$ cat src/rtl/srs_map.vh
/*
 * Constants for the speed reference selector: register indices, reset
 * values, terminal function codes and timing counts.
 * Assumes it is included by its bare name by the design files and the bench.
 */
`ifndef SRS_MAP_VH
`define SRS_MAP_VH

// ==========================================================
// Clock and timing
`define SRS_CLK_MHZ 250
`define SRS_TICK_MS 1
`define SRS_TICK_CYC (`SRS_TICK_MS * 1000 * `SRS_CLK_MHZ)
`define SRS_JOG_LONG_MS 500
`define SRS_JOG_LONG_TICKS (`SRS_JOG_LONG_MS / `SRS_TICK_MS)

// ==========================================================
// Register indices on the plain register port
`define SRS_REG_FUNC0 8'h00
`define SRS_REG_FREQ_SRC 8'h08
`define SRS_REG_RUN_SRC 8'h09
`define SRS_REG_AUX_FUNC 8'h0A
`define SRS_REG_CTRL_MODE 8'h0B
`define SRS_REG_PID_EN 8'h0C
`define SRS_REG_STOP_MODE 8'h0D
`define SRS_REG_UPPER_LIM 8'h0E
`define SRS_REG_LOWER_LIM 8'h0F
`define SRS_REG_ACC_STEP 8'h10
`define SRS_REG_DEC_STEP 8'h11
`define SRS_REG_JOG_FREQ 8'h12
`define SRS_REG_STATUS 8'h13
`define SRS_REG_FREQ_OUT 8'h14
`define SRS_REG_AI_SEL 8'h15
`define SRS_REG_PRESET0 8'h20

// ==========================================================
// Reset values
`define SRS_RST_FUNC 8'hFF
`define SRS_RST_UPPER 16'hFFFF
`define SRS_RST_STEP 16'h0001

// ==========================================================
// Setting values
`define SRS_SRC_KEYPAD 2'h0
`define SRS_SRC_TERMINAL 2'h1
`define SRS_SRC_UPDOWN 2'h2
`define SRS_RUN_TERMINAL 2'h1
`define SRS_MODE_VF 3'h0
`define SRS_MODE_SV 3'h3
`define SRS_MODE_MAGNET_MOTOR_SENSOR_VECTOR 3'h4

// ==========================================================
// Terminal function codes
`define SRS_FN_FWD 8'h00
`define SRS_FN_REV 8'h01
`define SRS_FN_MS1 8'h02
`define SRS_FN_MS2 8'h03
`define SRS_FN_MS3 8'h04
`define SRS_FN_MS4 8'h05
`define SRS_FN_JOG_FWD 8'h06
`define SRS_FN_JOG_REV 8'h07
`define SRS_FN_UP 8'h08
`define SRS_FN_DOWN 8'h09
`define SRS_FN_HOLD 8'h0B
`define SRS_FN_PID_DIS 8'h10
`define SRS_FN_JOG_SEL 8'h1D
`define SRS_FN_POS_SW 8'h33
`define SRS_FN_PID_DIS2 8'h42
`define SRS_FN_PULSE_GEN 8'h43
`define SRS_FN_EXT_FAULT2 8'h44
`define SRS_FN_EXT_OVLD 8'h45

`endif

$ cat src/rtl/srs_top.v
/*
 * Speed reference selector: decodes eight multi-function digital terminals
 * into run, jog, preset, UP/DOWN and auxiliary commands and ramps the output.
 * Assumes analog inputs and motor_running come from logic on sys_clk, and the
 * terminal inputs are asynchronous contact levels.
 */
// What this block does
// - Codes 00/01 give forward/reverse two-wire run.
// - Codes 02-05 preset bits, 29 jog select.
// - Preset bits form binary index 0 to 15.
// - Jog select wins and ignores preset bits.
// - Index 0: preset 0 or analog input.
// - Index 1: auxiliary analog or preset 1.
// - Enabled PID blocks the code 16 switch.
// - Modes 3/4 with code 51 select positions.
// - Codes 06/07 jog forward/reverse at jog frequency.
// - Jog command overrides every other reference.
// - Jog over 500 ms ends with stop mode.
// - Codes 08/09 act only with source 2.
// - UP/DOWN changes only while motor runs.
// - Output ramps at acceleration/deceleration steps.
// - Only UP or only DOWN flags error.
// - UP or DOWN with hold flags error.
// - Code 66 disables PID, holds integral.
// - Code 67 in V/F: analog or pulse generator.
// - Codes 68/69 raise fault 2, overload.
// - UP/DOWN frequency clamped to limits.
// - Hold freezes the ramp at present value.
`timescale 1ns/100ps
`include "srs_map.vh"

module srs_top #(
	parameter TICK_CYC = `SRS_TICK_CYC
) (
	input  wire        sys_clk,             // System clock, 250 MHz.
	input  wire        arst_n,              // Asynchronous reset, active low.
	input  wire [7:0]  term_in,             // Digital input terminals, high = on.
	input  wire [15:0] primary_analog_input,   // First analog reference.
	input  wire [15:0] secondary_analog_input, // Second analog reference.
	input  wire [15:0] aux_analog_freq,     // Auxiliary analog frequency.
	input  wire        motor_running,       // Motor is running.
	input  wire [7:0]  bus_addr,            // Register index.
	input  wire [15:0] bus_wdata,           // Write data.
	input  wire        bus_wr,              // Write strobe.
	input  wire        bus_rd,              // Read strobe.
	output wire [15:0] bus_rdata,           // Read data, cycle after strobe.
	output wire        run_fwd,             // Forward run command.
	output wire        run_rev,             // Reverse run command.
	output wire        jog_run,             // Jog command active.
	output wire [15:0] freq_ref,            // Selected frequency reference.
	output wire [15:0] freq_out,            // Ramped output frequency.
	output wire [3:0]  ref_index,           // Preset or position index.
	output wire        pos_mode,            // Index selects positions.
	output wire        jog_stop_apply,      // Pulse: use stop mode at jog end.
	output wire [1:0]  stop_mode_sel,       // Stop mode to apply.
	output wire        updown_active,       // UP/DOWN reference in use.
	output wire        input_config_error,  // Terminal configuration error.
	output wire        pid_disable,         // PID control disabled.
	output wire        pid_hold_integral,   // Keep last integral value.
	output wire        hand_pulse_generator,// Pulse generator mode.
	output wire        ext_fault2,          // External fault 2 alarm.
	output wire        ext_overload         // External overload input.
);

	// ==========================================================
	// Declarations
	reg  [7:0]  func_r [0:7];
	reg  [15:0] preset_r [0:15];
	reg  [1:0]  freq_src_r;
	reg  [1:0]  run_src_r;
	reg  [7:0]  aux_func_r;
	reg  [2:0]  ctrl_mode_r;
	reg         pid_en_r;
	reg  [1:0]  stop_mode_r;
	reg  [15:0] upper_r;
	reg  [15:0] lower_r;
	reg  [15:0] acc_r;
	reg  [15:0] dec_r;
	reg  [15:0] jog_freq_r;
	reg         ai_sel_r;
	reg  [15:0] rdata_r;
	reg  [15:0] rdata_nxt;
	reg  [17:0] div_r;
	reg         tick_r;
	reg  [9:0]  jog_cnt_r;
	reg         jog_q_r;
	reg         run_q_r;
	reg  [15:0] ud_freq_r;
	reg  [15:0] freq_out_r;
	reg  [15:0] freq_ref_r;
	reg  [15:0] sel_nxt;
	reg  [3:0]  idx_r;
	reg         run_fwd_r, run_rev_r, jog_run_r, pos_mode_r, jog_stop_r;
	reg  [1:0]  stop_sel_r;
	reg         ud_act_r, err_r, pid_dis_r, pid_hold_r, hpg_r, ef2_r, eol_r;
	reg         fwd, rev, jogf, jogr, up, down, hold, pid16, jsel, pos51;
	reg         pid66, hpg_on, hpg_asg, ef2, eol, up_asg, dn_asg;
	reg  [3:0]  ms;
	wire [7:0]  term_s;
	wire        jog_cmd;
	wire        ud_mode;
	wire [16:0] ud_up_sum;
	wire [16:0] out_up_sum;
	integer     i;

	localparam [9:0]  JOG_LONG = `SRS_JOG_LONG_TICKS;
	localparam [17:0] TICK_MAX = TICK_CYC - 1;

	// ==========================================================
	// Terminal synchronisation
	// synchronise all terminals
	srs_sync #(
		.WIDTH (8)
	) u_sync (
		.sys_clk (sys_clk),
		.arst_n  (arst_n),
		.d_in    (term_in),
		.q_out   (term_s)
	);

	// ==========================================================
	// Register writes
	// Indices outside the map are ignored on write.
	always @(posedge sys_clk or negedge arst_n) begin
		if (!arst_n) begin
			for (i = 0; i < 8; i = i + 1) begin
				func_r[i] <= `SRS_RST_FUNC;
			end
			for (i = 0; i < 16; i = i + 1) begin
				preset_r[i] <= 16'h0000;
			end
			freq_src_r  <= `SRS_SRC_KEYPAD;
			run_src_r   <= 2'h0;
			aux_func_r  <= 8'h00;
			ctrl_mode_r <= `SRS_MODE_VF;
			pid_en_r    <= 1'b0;
			stop_mode_r <= 2'h0;
			upper_r     <= `SRS_RST_UPPER;
			lower_r     <= 16'h0000;
			acc_r       <= `SRS_RST_STEP;
			dec_r       <= `SRS_RST_STEP;
			jog_freq_r  <= 16'h0000;
			ai_sel_r    <= 1'b0;
		end else if (bus_wr) begin
			if (bus_addr < `SRS_REG_FREQ_SRC) begin
				func_r[bus_addr[2:0]] <= bus_wdata[7:0];
			end else if (bus_addr == `SRS_REG_FREQ_SRC) begin
				freq_src_r <= bus_wdata[1:0];
			end else if (bus_addr == `SRS_REG_RUN_SRC) begin
				run_src_r <= bus_wdata[1:0];
			end else if (bus_addr == `SRS_REG_AUX_FUNC) begin
				aux_func_r <= bus_wdata[7:0];
			end else if (bus_addr == `SRS_REG_CTRL_MODE) begin
				ctrl_mode_r <= bus_wdata[2:0];
			end else if (bus_addr == `SRS_REG_PID_EN) begin
				pid_en_r <= bus_wdata[0];
			end else if (bus_addr == `SRS_REG_STOP_MODE) begin
				stop_mode_r <= bus_wdata[1:0];
			end else if (bus_addr == `SRS_REG_UPPER_LIM) begin
				upper_r <= bus_wdata;
			end else if (bus_addr == `SRS_REG_LOWER_LIM) begin
				lower_r <= bus_wdata;
			end else if (bus_addr == `SRS_REG_ACC_STEP) begin
				acc_r <= bus_wdata;
			end else if (bus_addr == `SRS_REG_DEC_STEP) begin
				dec_r <= bus_wdata;
			end else if (bus_addr == `SRS_REG_JOG_FREQ) begin
				jog_freq_r <= bus_wdata;
			end else if (bus_addr == `SRS_REG_AI_SEL) begin
				ai_sel_r <= bus_wdata[0];
			end else if (bus_addr[7:4] == `SRS_REG_PRESET0 >> 4) begin
				preset_r[bus_addr[3:0]] <= bus_wdata;
			end
		end
	end

	// ==========================================================
	// Register reads
	// Unmapped indices read as zero.
	always @* begin
		rdata_nxt = 16'h0000;
		if (bus_addr < `SRS_REG_FREQ_SRC) begin
			rdata_nxt = {8'h00, func_r[bus_addr[2:0]]};
		end else if (bus_addr == `SRS_REG_FREQ_SRC) begin
			rdata_nxt = {14'h0000, freq_src_r};
		end else if (bus_addr == `SRS_REG_RUN_SRC) begin
			rdata_nxt = {14'h0000, run_src_r};
		end else if (bus_addr == `SRS_REG_AUX_FUNC) begin
			rdata_nxt = {8'h00, aux_func_r};
		end else if (bus_addr == `SRS_REG_CTRL_MODE) begin
			rdata_nxt = {13'h0000, ctrl_mode_r};
		end else if (bus_addr == `SRS_REG_PID_EN) begin
			rdata_nxt = {15'h0000, pid_en_r};
		end else if (bus_addr == `SRS_REG_STOP_MODE) begin
			rdata_nxt = {14'h0000, stop_mode_r};
		end else if (bus_addr == `SRS_REG_UPPER_LIM) begin
			rdata_nxt = upper_r;
		end else if (bus_addr == `SRS_REG_LOWER_LIM) begin
			rdata_nxt = lower_r;
		end else if (bus_addr == `SRS_REG_ACC_STEP) begin
			rdata_nxt = acc_r;
		end else if (bus_addr == `SRS_REG_DEC_STEP) begin
			rdata_nxt = dec_r;
		end else if (bus_addr == `SRS_REG_JOG_FREQ) begin
			rdata_nxt = jog_freq_r;
		end else if (bus_addr == `SRS_REG_STATUS) begin
			rdata_nxt = {idx_r, pos_mode_r, eol_r, ef2_r, hpg_r, pid_hold_r, pid_dis_r,
				err_r, ud_act_r, jog_run_r, run_rev_r, run_fwd_r, 1'b0};
		end else if (bus_addr == `SRS_REG_FREQ_OUT) begin
			rdata_nxt = freq_out_r;
		end else if (bus_addr == `SRS_REG_AI_SEL) begin
			rdata_nxt = {15'h0000, ai_sel_r};
		end else if (bus_addr[7:4] == `SRS_REG_PRESET0 >> 4) begin
			rdata_nxt = preset_r[bus_addr[3:0]];
		end
	end

	// Read data stand in each cycle after a strobe cycle, zero otherwise.
	always @(posedge sys_clk or negedge arst_n) begin
		if (!arst_n) begin
			rdata_r <= 16'h0000;
		end else begin
			rdata_r <= bus_rd ? rdata_nxt : 16'h0000;
		end
	end

	// ==========================================================
	// Terminal function decode
	// Several terminals with one code are ORed; unknown codes do nothing.
	always @* begin
		fwd = 1'b0; rev = 1'b0; jogf = 1'b0; jogr = 1'b0; up = 1'b0; down = 1'b0;
		hold = 1'b0; pid16 = 1'b0; jsel = 1'b0; pos51 = 1'b0; pid66 = 1'b0;
		hpg_on = 1'b0; hpg_asg = 1'b0; ef2 = 1'b0; eol = 1'b0;
		up_asg = 1'b0; dn_asg = 1'b0; ms = 4'h0;
		for (i = 0; i < 8; i = i + 1) begin
			case (func_r[i])
			`SRS_FN_FWD:        fwd = fwd | term_s[i];
			`SRS_FN_REV:        rev = rev | term_s[i];
			`SRS_FN_MS1:        ms[0] = ms[0] | term_s[i];
			`SRS_FN_MS2:        ms[1] = ms[1] | term_s[i];
			`SRS_FN_MS3:        ms[2] = ms[2] | term_s[i];
			`SRS_FN_MS4:        ms[3] = ms[3] | term_s[i];
			`SRS_FN_JOG_SEL:    jsel = jsel | term_s[i];
			`SRS_FN_JOG_FWD:    jogf = jogf | term_s[i];
			`SRS_FN_JOG_REV:    jogr = jogr | term_s[i];
			`SRS_FN_UP: begin
				up     = up | term_s[i];
				up_asg = 1'b1;
			end
			`SRS_FN_DOWN: begin
				down   = down | term_s[i];
				dn_asg = 1'b1;
			end
			`SRS_FN_HOLD:       hold = hold | term_s[i];
			`SRS_FN_PID_DIS:    pid16 = pid16 | term_s[i];
			`SRS_FN_POS_SW:     pos51 = pos51 | term_s[i];
			`SRS_FN_PID_DIS2:   pid66 = pid66 | term_s[i];
			`SRS_FN_PULSE_GEN: begin
				hpg_on  = hpg_on | term_s[i];
				hpg_asg = 1'b1;
			end
			`SRS_FN_EXT_FAULT2: ef2 = ef2 | term_s[i];
			`SRS_FN_EXT_OVLD:   eol = eol | term_s[i];
			default: begin
			end
			endcase
		end
	end

	assign jog_cmd = jogf | jogr;
	// relies on run source and both terminals
	assign ud_mode = (freq_src_r == `SRS_SRC_UPDOWN) && (run_src_r == `SRS_RUN_TERMINAL)
		&& up_asg && dn_asg;

	// ==========================================================
	// Reference selection
	// Later assignments win, so the order below is the priority.
	always @* begin
		sel_nxt = preset_r[ms];
		if (ms == 4'h0) begin
			if (freq_src_r == `SRS_SRC_KEYPAD) begin
				sel_nxt = preset_r[0];
			end else begin
				sel_nxt = ai_sel_r ? secondary_analog_input : primary_analog_input;
			end
		end
		if (ms == 4'h1) begin
			sel_nxt = (aux_func_r == 8'h00) ? aux_analog_freq : preset_r[1];
		end
		if (jsel) begin
			sel_nxt = jog_freq_r;
		end
		if (ud_mode) begin
			sel_nxt = ud_freq_r;
		end
		if (hpg_asg && hpg_on && ctrl_mode_r == `SRS_MODE_VF) begin
			sel_nxt = primary_analog_input;
		end
		if (jog_cmd) begin
			sel_nxt = jog_freq_r;
		end
	end

	// ==========================================================
	// Millisecond tick divider
	// The tick paces ramps and the jog timer; a wide count keeps rates readable.
	always @(posedge sys_clk or negedge arst_n) begin
		if (!arst_n) begin
			div_r  <= 18'h00000;
			tick_r <= 1'b0;
		end else if (div_r == TICK_MAX) begin
			div_r  <= 18'h00000;
			tick_r <= 1'b1;
		end else begin
			div_r  <= div_r + 18'h00001;
			tick_r <= 1'b0;
		end
	end

	// ==========================================================
	// Jog duration timer
	// Saturates just past the threshold so long jogs never wrap back.
	always @(posedge sys_clk or negedge arst_n) begin
		if (!arst_n) begin
			jog_cnt_r  <= 10'h000;
			jog_q_r    <= 1'b0;
			jog_stop_r <= 1'b0;
			stop_sel_r <= 2'h0;
		end else begin
			jog_q_r <= jog_cmd;
			jog_stop_r <= jog_q_r && !jog_cmd && (jog_cnt_r > JOG_LONG);
			stop_sel_r <= stop_mode_r;
			if (!jog_cmd) begin
				jog_cnt_r <= 10'h000;
			end else if (tick_r && jog_cnt_r <= JOG_LONG) begin
				jog_cnt_r <= jog_cnt_r + 10'h001;
			end
		end
	end

	// ==========================================================
	// UP/DOWN frequency and output ramp
	assign ud_up_sum  = {1'b0, ud_freq_r} + {1'b0, acc_r};
	assign out_up_sum = {1'b0, freq_out_r} + {1'b0, acc_r};

	always @(posedge sys_clk or negedge arst_n) begin
		if (!arst_n) begin
			run_q_r    <= 1'b0;
			ud_freq_r  <= 16'h0000;
			freq_out_r <= 16'h0000;
		end else begin
			run_q_r <= motor_running;
			if (motor_running && !run_q_r) begin
				ud_freq_r <= lower_r;
			end else if (tick_r && motor_running && ud_mode && !hold) begin
				if (up && !down) begin
					ud_freq_r <= (ud_up_sum > {1'b0, upper_r}) ? upper_r : ud_up_sum[15:0];
				end else if (down && !up) begin
					ud_freq_r <= (ud_freq_r < lower_r + dec_r) ? lower_r : ud_freq_r - dec_r;
				end
			end
			if (tick_r && !hold) begin
				if (freq_out_r < freq_ref_r) begin
					freq_out_r <= (out_up_sum > {1'b0, freq_ref_r}) ? freq_ref_r
						: out_up_sum[15:0];
				end else if (freq_out_r > freq_ref_r) begin
					freq_out_r <= (freq_out_r < freq_ref_r + dec_r) ? freq_ref_r
						: freq_out_r - dec_r;
				end
			end
		end
	end

	// ==========================================================
	// Registered command outputs
	always @(posedge sys_clk or negedge arst_n) begin
		if (!arst_n) begin
			run_fwd_r  <= 1'b0;
			run_rev_r  <= 1'b0;
			jog_run_r  <= 1'b0;
			freq_ref_r <= 16'h0000;
			idx_r      <= 4'h0;
			pos_mode_r <= 1'b0;
			ud_act_r   <= 1'b0;
			err_r      <= 1'b0;
			pid_dis_r  <= 1'b0;
			pid_hold_r <= 1'b0;
			hpg_r      <= 1'b0;
			ef2_r      <= 1'b0;
			eol_r      <= 1'b0;
		end else begin
			run_fwd_r  <= fwd | jogf;
			run_rev_r  <= rev | jogr;
			jog_run_r  <= jog_cmd;
			freq_ref_r <= (fwd | rev | jog_cmd) ? sel_nxt : 16'h0000;
			idx_r      <= jsel ? 4'h0 : ms;
			pos_mode_r <= pos51 && (ctrl_mode_r == `SRS_MODE_SV || ctrl_mode_r == `SRS_MODE_MAGNET_MOTOR_SENSOR_VECTOR);
			ud_act_r   <= ud_mode;
			err_r      <= (up_asg ^ dn_asg) | ((up | down) & hold);
			pid_dis_r  <= (pid16 & ~pid_en_r) | pid66;
			pid_hold_r <= pid66;
			hpg_r      <= hpg_asg && !hpg_on && ctrl_mode_r == `SRS_MODE_VF;
			ef2_r      <= ef2;
			eol_r      <= eol;
		end
	end

	assign bus_rdata = rdata_r;
	assign run_fwd = run_fwd_r;
	assign run_rev = run_rev_r;
	assign jog_run = jog_run_r;
	assign freq_ref = freq_ref_r;
	assign freq_out = freq_out_r;
	assign ref_index = idx_r;
	assign pos_mode = pos_mode_r;
	assign jog_stop_apply = jog_stop_r;
	assign stop_mode_sel = stop_sel_r;
	assign updown_active = ud_act_r;
	assign input_config_error = err_r;
	assign pid_disable = pid_dis_r;
	assign pid_hold_integral = pid_hold_r;
	assign hand_pulse_generator = hpg_r;
	assign ext_fault2 = ef2_r;
	assign ext_overload = eol_r;

endmodule

$ cat src/rtl/srs_sync.v
/*
 * Two-stage synchroniser for a group of asynchronous level inputs.
 * Assumes the inputs are slow contact levels; no pulse is preserved.
 */
`timescale 1ns/100ps

module srs_sync #(
	parameter WIDTH = 8
) (
	input  wire             sys_clk,  // System clock.
	input  wire             arst_n,   // Asynchronous reset, active low.
	input  wire [WIDTH-1:0] d_in,     // Asynchronous levels.
	output wire [WIDTH-1:0] q_out     // Synchronised levels.
);

	reg [WIDTH-1:0] meta_r;
	reg [WIDTH-1:0] sync_r;

	// ==========================================================
	// Synchroniser chain
	// The first stage feeds only the second, so a metastable level never spreads.
	always @(posedge sys_clk or negedge arst_n) begin
		if (!arst_n) begin
			meta_r <= {WIDTH{1'b0}};
			sync_r <= {WIDTH{1'b0}};
		end else begin
			meta_r <= d_in;
			sync_r <= meta_r;
		end
	end

	assign q_out = sync_r;

endmodule

$ cat config.mk
export PLATFORM = sky130hd
export DESIGN_NAME = srs_top
export DESIGN_NICKNAME = d
export VERILOG_FILES = /design/src/rtl/srs_top.v /design/src/rtl/srs_sync.v
export VERILOG_INCLUDE_DIRS = /design/src /design/src/rtl
export SDC_FILE = /design/constraint.sdc
export NUM_CORES = 2
export LEC_CHECK = 0
export BUFFER_PORTS_ARGS = -buffer_cell sky130_fd_sc_hd__buf_2
export CORE_MARGIN = 1.5
export CORE_UTILIZATION = 45
export DETAILED_ROUTE_END_ITERATION = 12
export HOLD_SLACK_MARGIN = 0.06
export MAX_ROUTING_LAYER = met4
export PLACE_DENSITY = 0.68
export RECOVER_POWER = 50
export SYNTH_ARGS = -nofsm -noshare
export SYNTH_HDL_FRONTEND = slang
export SYNTH_SLANG_ARGS = --single-unit
export TNS_END_PERCENT = 50
$ cat constraint.sdc
create_clock -name sys_clk -period 5.6 [get_ports sys_clk]
set_clock_uncertainty 0.05 [all_clocks]
set_input_delay 0.56 -clock sys_clk [delete_from_list [all_inputs] [get_ports sys_clk]]
set_output_delay 0.56 -clock sys_clk [all_outputs]
set_load 0.02 [all_outputs]
==> impl_summary.md <==
Synthesis
The distinct cell type count after synthesis is 98. The post-synthesis sequential element count is 547. The per-instance average area after synthesis is 10.7 um^2.

After synthesis, flip-flops and latches occupy 38.6% of the total area. The number of nets in the synthesized netlist is about 3,600. The number of standard cells after synthesis is 3,342. The most used flip-flop cell after synthesis is sky130_fd_sc_hd__dfrtp_1.

The synthesized netlist occupies a cell area of 35,700 um^2. The number of flops mapped to enable cells by yosys is 0. The cell accounting for the most synthesized area is sky130_fd_sc_hd__dfrtp_1. Yosys attributes the largest share of cell area to sky130_fd_sc_hd__dfrtp_1 33%, sky130_fd_sc_hd__mux2_2 14%, sky130_fd_sc_hd__mux4_2 6.2%. For this run, asynchronously set or reset flops after synthesis account for 100%. Of the post-synthesis cell area, the dominant cell type holds 32.6%. During synthesis, Yosys emitted a total of 0 warnings.

Routing
For this block, the initial DRC count from the detailed router was 3,239. Dividing the detail-routed via count by the number of cells gives 6.52. For this block, the via count after detailed routing is 29,700. For this run, the detailed router's first-pass iteration total came to 6. The final wirelength is 130,000 um. The count of unresolved DRC violations after routing is 0. After detailed routing, the average wire length per cell comes to roughly 29 um. The count of nets left with antenna violations once routing finished came out at 0.

Placed design
The cell total after placement is 4,418. The global placer's final weighted congestion is between 1 and 1.5. The placed instances occupy a cell area of 37,700 um^2. Summed over all nets, the half-perimeter wirelength after detailed placement is 93,800 um. Input and output buffers added on the ports amount to 150.

Outcome
The run finished, with violations left. The final reports fail on max-capacitance violations, max-slew violations.

Global route
The first global-routing pass estimated 192,000 um of wire. The total global routing track utilization is around 33%. The number of antenna violations at the first check in global routing was 11.

Entering global routing, the biggest net connects 168 pins. The leftover overflow at the end of global routing is 0. The number of global-route vias before repair is roughly 29,000.

Layout
The final net count is roughly 3,700. Measured on the finished design, the core utilization comes to approximately 51%. The library cells used most frequently in the layout, excluding fill and tap cells, are 465 x sky130_fd_sc_hd__dfrtp_1, 437 x sky130_fd_sc_hd__mux2_2, 224 x sky130_fd_sc_hd__nor2_1. The most common library cell in the layout ignoring fill and taps is sky130_fd_sc_hd__dfrtp_1. After routing the design area is 39,800 um^2.

Of the cells placed in the final design, the portion with a size suffix greater than 1 is between 20% and 30%. From synthesis to final layout, the design area changed by 11.7%. The count of non-filler cells in the finished layout is roughly 4,600. After filler insertion, the fill cell instance count of the layout stands at 7,181.

Power and ir drop
The total net switching power is roughly 4.5 mW. The share of total power dissipated in the clock network is 33.4%. The combinational share of power is 29.2%.

Of the total power, registers draw 37.3%. The standby leakage power is approximately 18 nW. The power per cell area is 315 nW/um^2. Of the total power, the share spent switching nets is a little over a third. The worst supply voltage drop on vdd is just under 300 uV.

The internal power consumption is 8.09 mW.

Timing
After routing, the total negative slack on setup checks comes to 0 ps. The number of max-slew violations in the final report is 230. The pin slew with the least headroom to its limit is 3180 ps. The headroom to the max-slew limit is -112%. The smallest clock period supported by the final layout is computed as between 5000 and 6000 ps.

The post-route fraction of the period consumed by the critical path is 94.3%. Setup repair after global routing left no endpoint under its margin. The number of failing setup endpoints in the final timing report is 0. The number of hold violations in the final report came to 0. Static timing analysis puts the maximum clock frequency at 189 MHz.

Clock tree
The CTS tree is done. The buffer type at the clock tree root is sky130_fd_sc_hd__clkbuf_16. No sink is reached through more buffers than the 3 on the longest clock path. The number of clock buffers added by TritonCTS is a little over 60. The insertion delay to the later sink of the worst-skew pair is around 700 ps. The number of sinks on the clock net is 547. The H-tree level count is 2.

The clock transition at the registers of the reported paths is 70 ps.

Critical path
The register-to-register setup slack is between 300 and 400 ps. At the worst endpoint, the required time is 6140 ps. The maximum fanout along the worst path is 6. The signal arrival time at the worst endpoint is between 5000 and 6000 ps. The depth of the most critical reg-to-reg path is 20. The worst setup path is launched from a flop. The worst setup path is captured at a flop. The start-to-end type of the worst setup path is flop to flop.

Floorplan
The initial core utilization is 45.3%. The core region area is 78,700 um^2. Measured along the x axis, the die boundary spans 285 um. The area of the die is slightly above 80,000 um^2. 151 I/O pins were placed. The die span in y is 285 um. In this run the core area contains slightly above 100 standard-cell rows.

Min path
Along the worst hold path, the cell count comes to 2. The path type of the worst min-delay path is input pin to flop.

Run
The tool flagged a number of max-cap violations equal to 3.
-- critical path, stage by stage (launching register included) --
cell,delay (ps)
sky130_fd_sc_hd__dfrtp_1,440
sky130_fd_sc_hd__ha_1,260
sky130_fd_sc_hd__fa_1,420
sky130_fd_sc_hd__a21o_1,200
sky130_fd_sc_hd__a21oi_1,220
sky130_fd_sc_hd__o21bai_1,90
sky130_fd_sc_hd__a21oi_1,230
sky130_fd_sc_hd__o21ai_0,170
sky130_fd_sc_hd__a211oi_1,430
sky130_fd_sc_hd__o21ai_0,220
sky130_fd_sc_hd__a31o_2,270
sky130_fd_sc_hd__a21oi_1,170
sky130_fd_sc_hd__xor2_1,90
sky130_fd_sc_hd__ha_1,280
sky130_fd_sc_hd__o21a_1,100
sky130_fd_sc_hd__o21ai_0,70
sky130_fd_sc_hd__o21bai_1,550
sky130_fd_sc_hd__and2_0,420
sky130_fd_sc_hd__a21oi_1,110
sky130_fd_sc_hd__o221ai_1,180
sky130_fd_sc_hd__nor3b_1,200
-- kinds of logic after synthesis --
kind of cell / count (synthesis) / synth area share (%)
flops: 547 / 38.6
simple gates: 910 / 12.8
xor+xnor: 100 / 2.45
buf+inv: 300 / 3.43
compound gates: 672 / 13.4
fa+ha+maj: 179 / 6.40
mux: 634 / 22.9
-- registers in the layout (all words and copies together) (netlist names), 10 cells and up --
name and cells:
jog_freq_r 16, func_r 64, freq_out 16, jog_cnt_r 10, ud_freq_r 16, dec_r 16, div_r 18, lower_r 16
bus_rdata 16, preset_r 256, freq_ref 16, acc_r 16, upper_r 16
-- synthesized netlist by cell type, types with 76 or more instances --
| cell type | n |
|---|---|
| sky130_fd_sc_hd__dfrtp_1 | 465 |
| sky130_fd_sc_hd__mux2_2 | 437 |
| sky130_fd_sc_hd__nor2_1 | 238 |
| sky130_fd_sc_hd__nand2_1 | 210 |
| sky130_fd_sc_hd__ha_1 | 173 |
| sky130_fd_sc_hd__a21oi_1 | 141 |
| sky130_fd_sc_hd__clkbuf_1 | 127 |
| sky130_fd_sc_hd__mux4_2 | 99 |
| sky130_fd_sc_hd__inv_1 | 95 |
| sky130_fd_sc_hd__o21ai_0 | 93 |
| sky130_fd_sc_hd__mux2i_1 | 92 |
| sky130_fd_sc_hd__dfstp_2 | 82 |
| sky130_fd_sc_hd__nor3_1 | 78 |
| sky130_fd_sc_hd__nand3_1 | 76 |
-- per-stage QoR --
step / setup WS (ps) / power (mW) / hold WS [ps]
after floorplan: 947 / 6.98 / 214
final: 318 / 12.5 / 212
after detailed placement: 292 / 8.31 / 288
after global routing: 49.1 / 13.1 / 204
after CTS: 257 / 12.5 / 181
after global placement: 350 / 8.29 / 282
-- power groups by stage --
stage / Combinational, mW / Clock (mW) / Sequential (mW)
6_report: 3.67 / 4.19 / 4.68
5_1_grt: 3.98 / 4.41 / 4.70
4_1_cts: 3.61 / 4.24 / 4.66
3_5_place_dp: 3.58 / 0 / 4.73
3_3_place_gp: 3.57 / 0 / 4.72
2_1_floorplan: 2.43 / 0 / 4.55
-- layout make-up --
cell class	instances	area (um^2)	share of cell area, %
Inverter	97	364	0.914
Tap cell	1050	1310	3.30
Clock inverter	31	352	0.882
Sequential cell	547	13800	34.6
Multi-Input combinational cell	2495	20800	52.1
Clock buffer	85	1770	4.43
Timing Repair Buffer	239	1470	3.69
Antenna cell	6	15.0	0.0377
-- what timing repair did --
| item | 4_1_cts | 5_1_grt |
|---|---|---|
| gates resized for setup | 0 | 2 |
| setup endpoints to repair | 0 | 14 |
| hold buffers | 10 | 0 |
| endpoints found under the hold margin | 58 | 0 |
| buffers inserted | 0 | 0 |
-- routing by layer --
metal	global-route usage, %	wire length [um]	up-vias
met4	12.1	5280	0
met2	48.4	58000	1587
met5	-	0	-
met3	6.47	12200	241
li1	-	-	12800
met1	44.0	54400	15000
-- worst paths after layout --
check,startpoint,end
setup reg to reg,lower_r[0],ud_freq_r[5]
hold reg to reg,u_sync.meta_r[2],u_sync.q_out[2]
max in group asynchronous,arst_n,freq_out[10]
min in group asynchronous,arst_n,preset_r[96]
setup / recovery,lower_r[0],ud_freq_r[5]
hold / removal,bus_rd,bus_rdata[2]
Power figures use the tool's default switching activity.
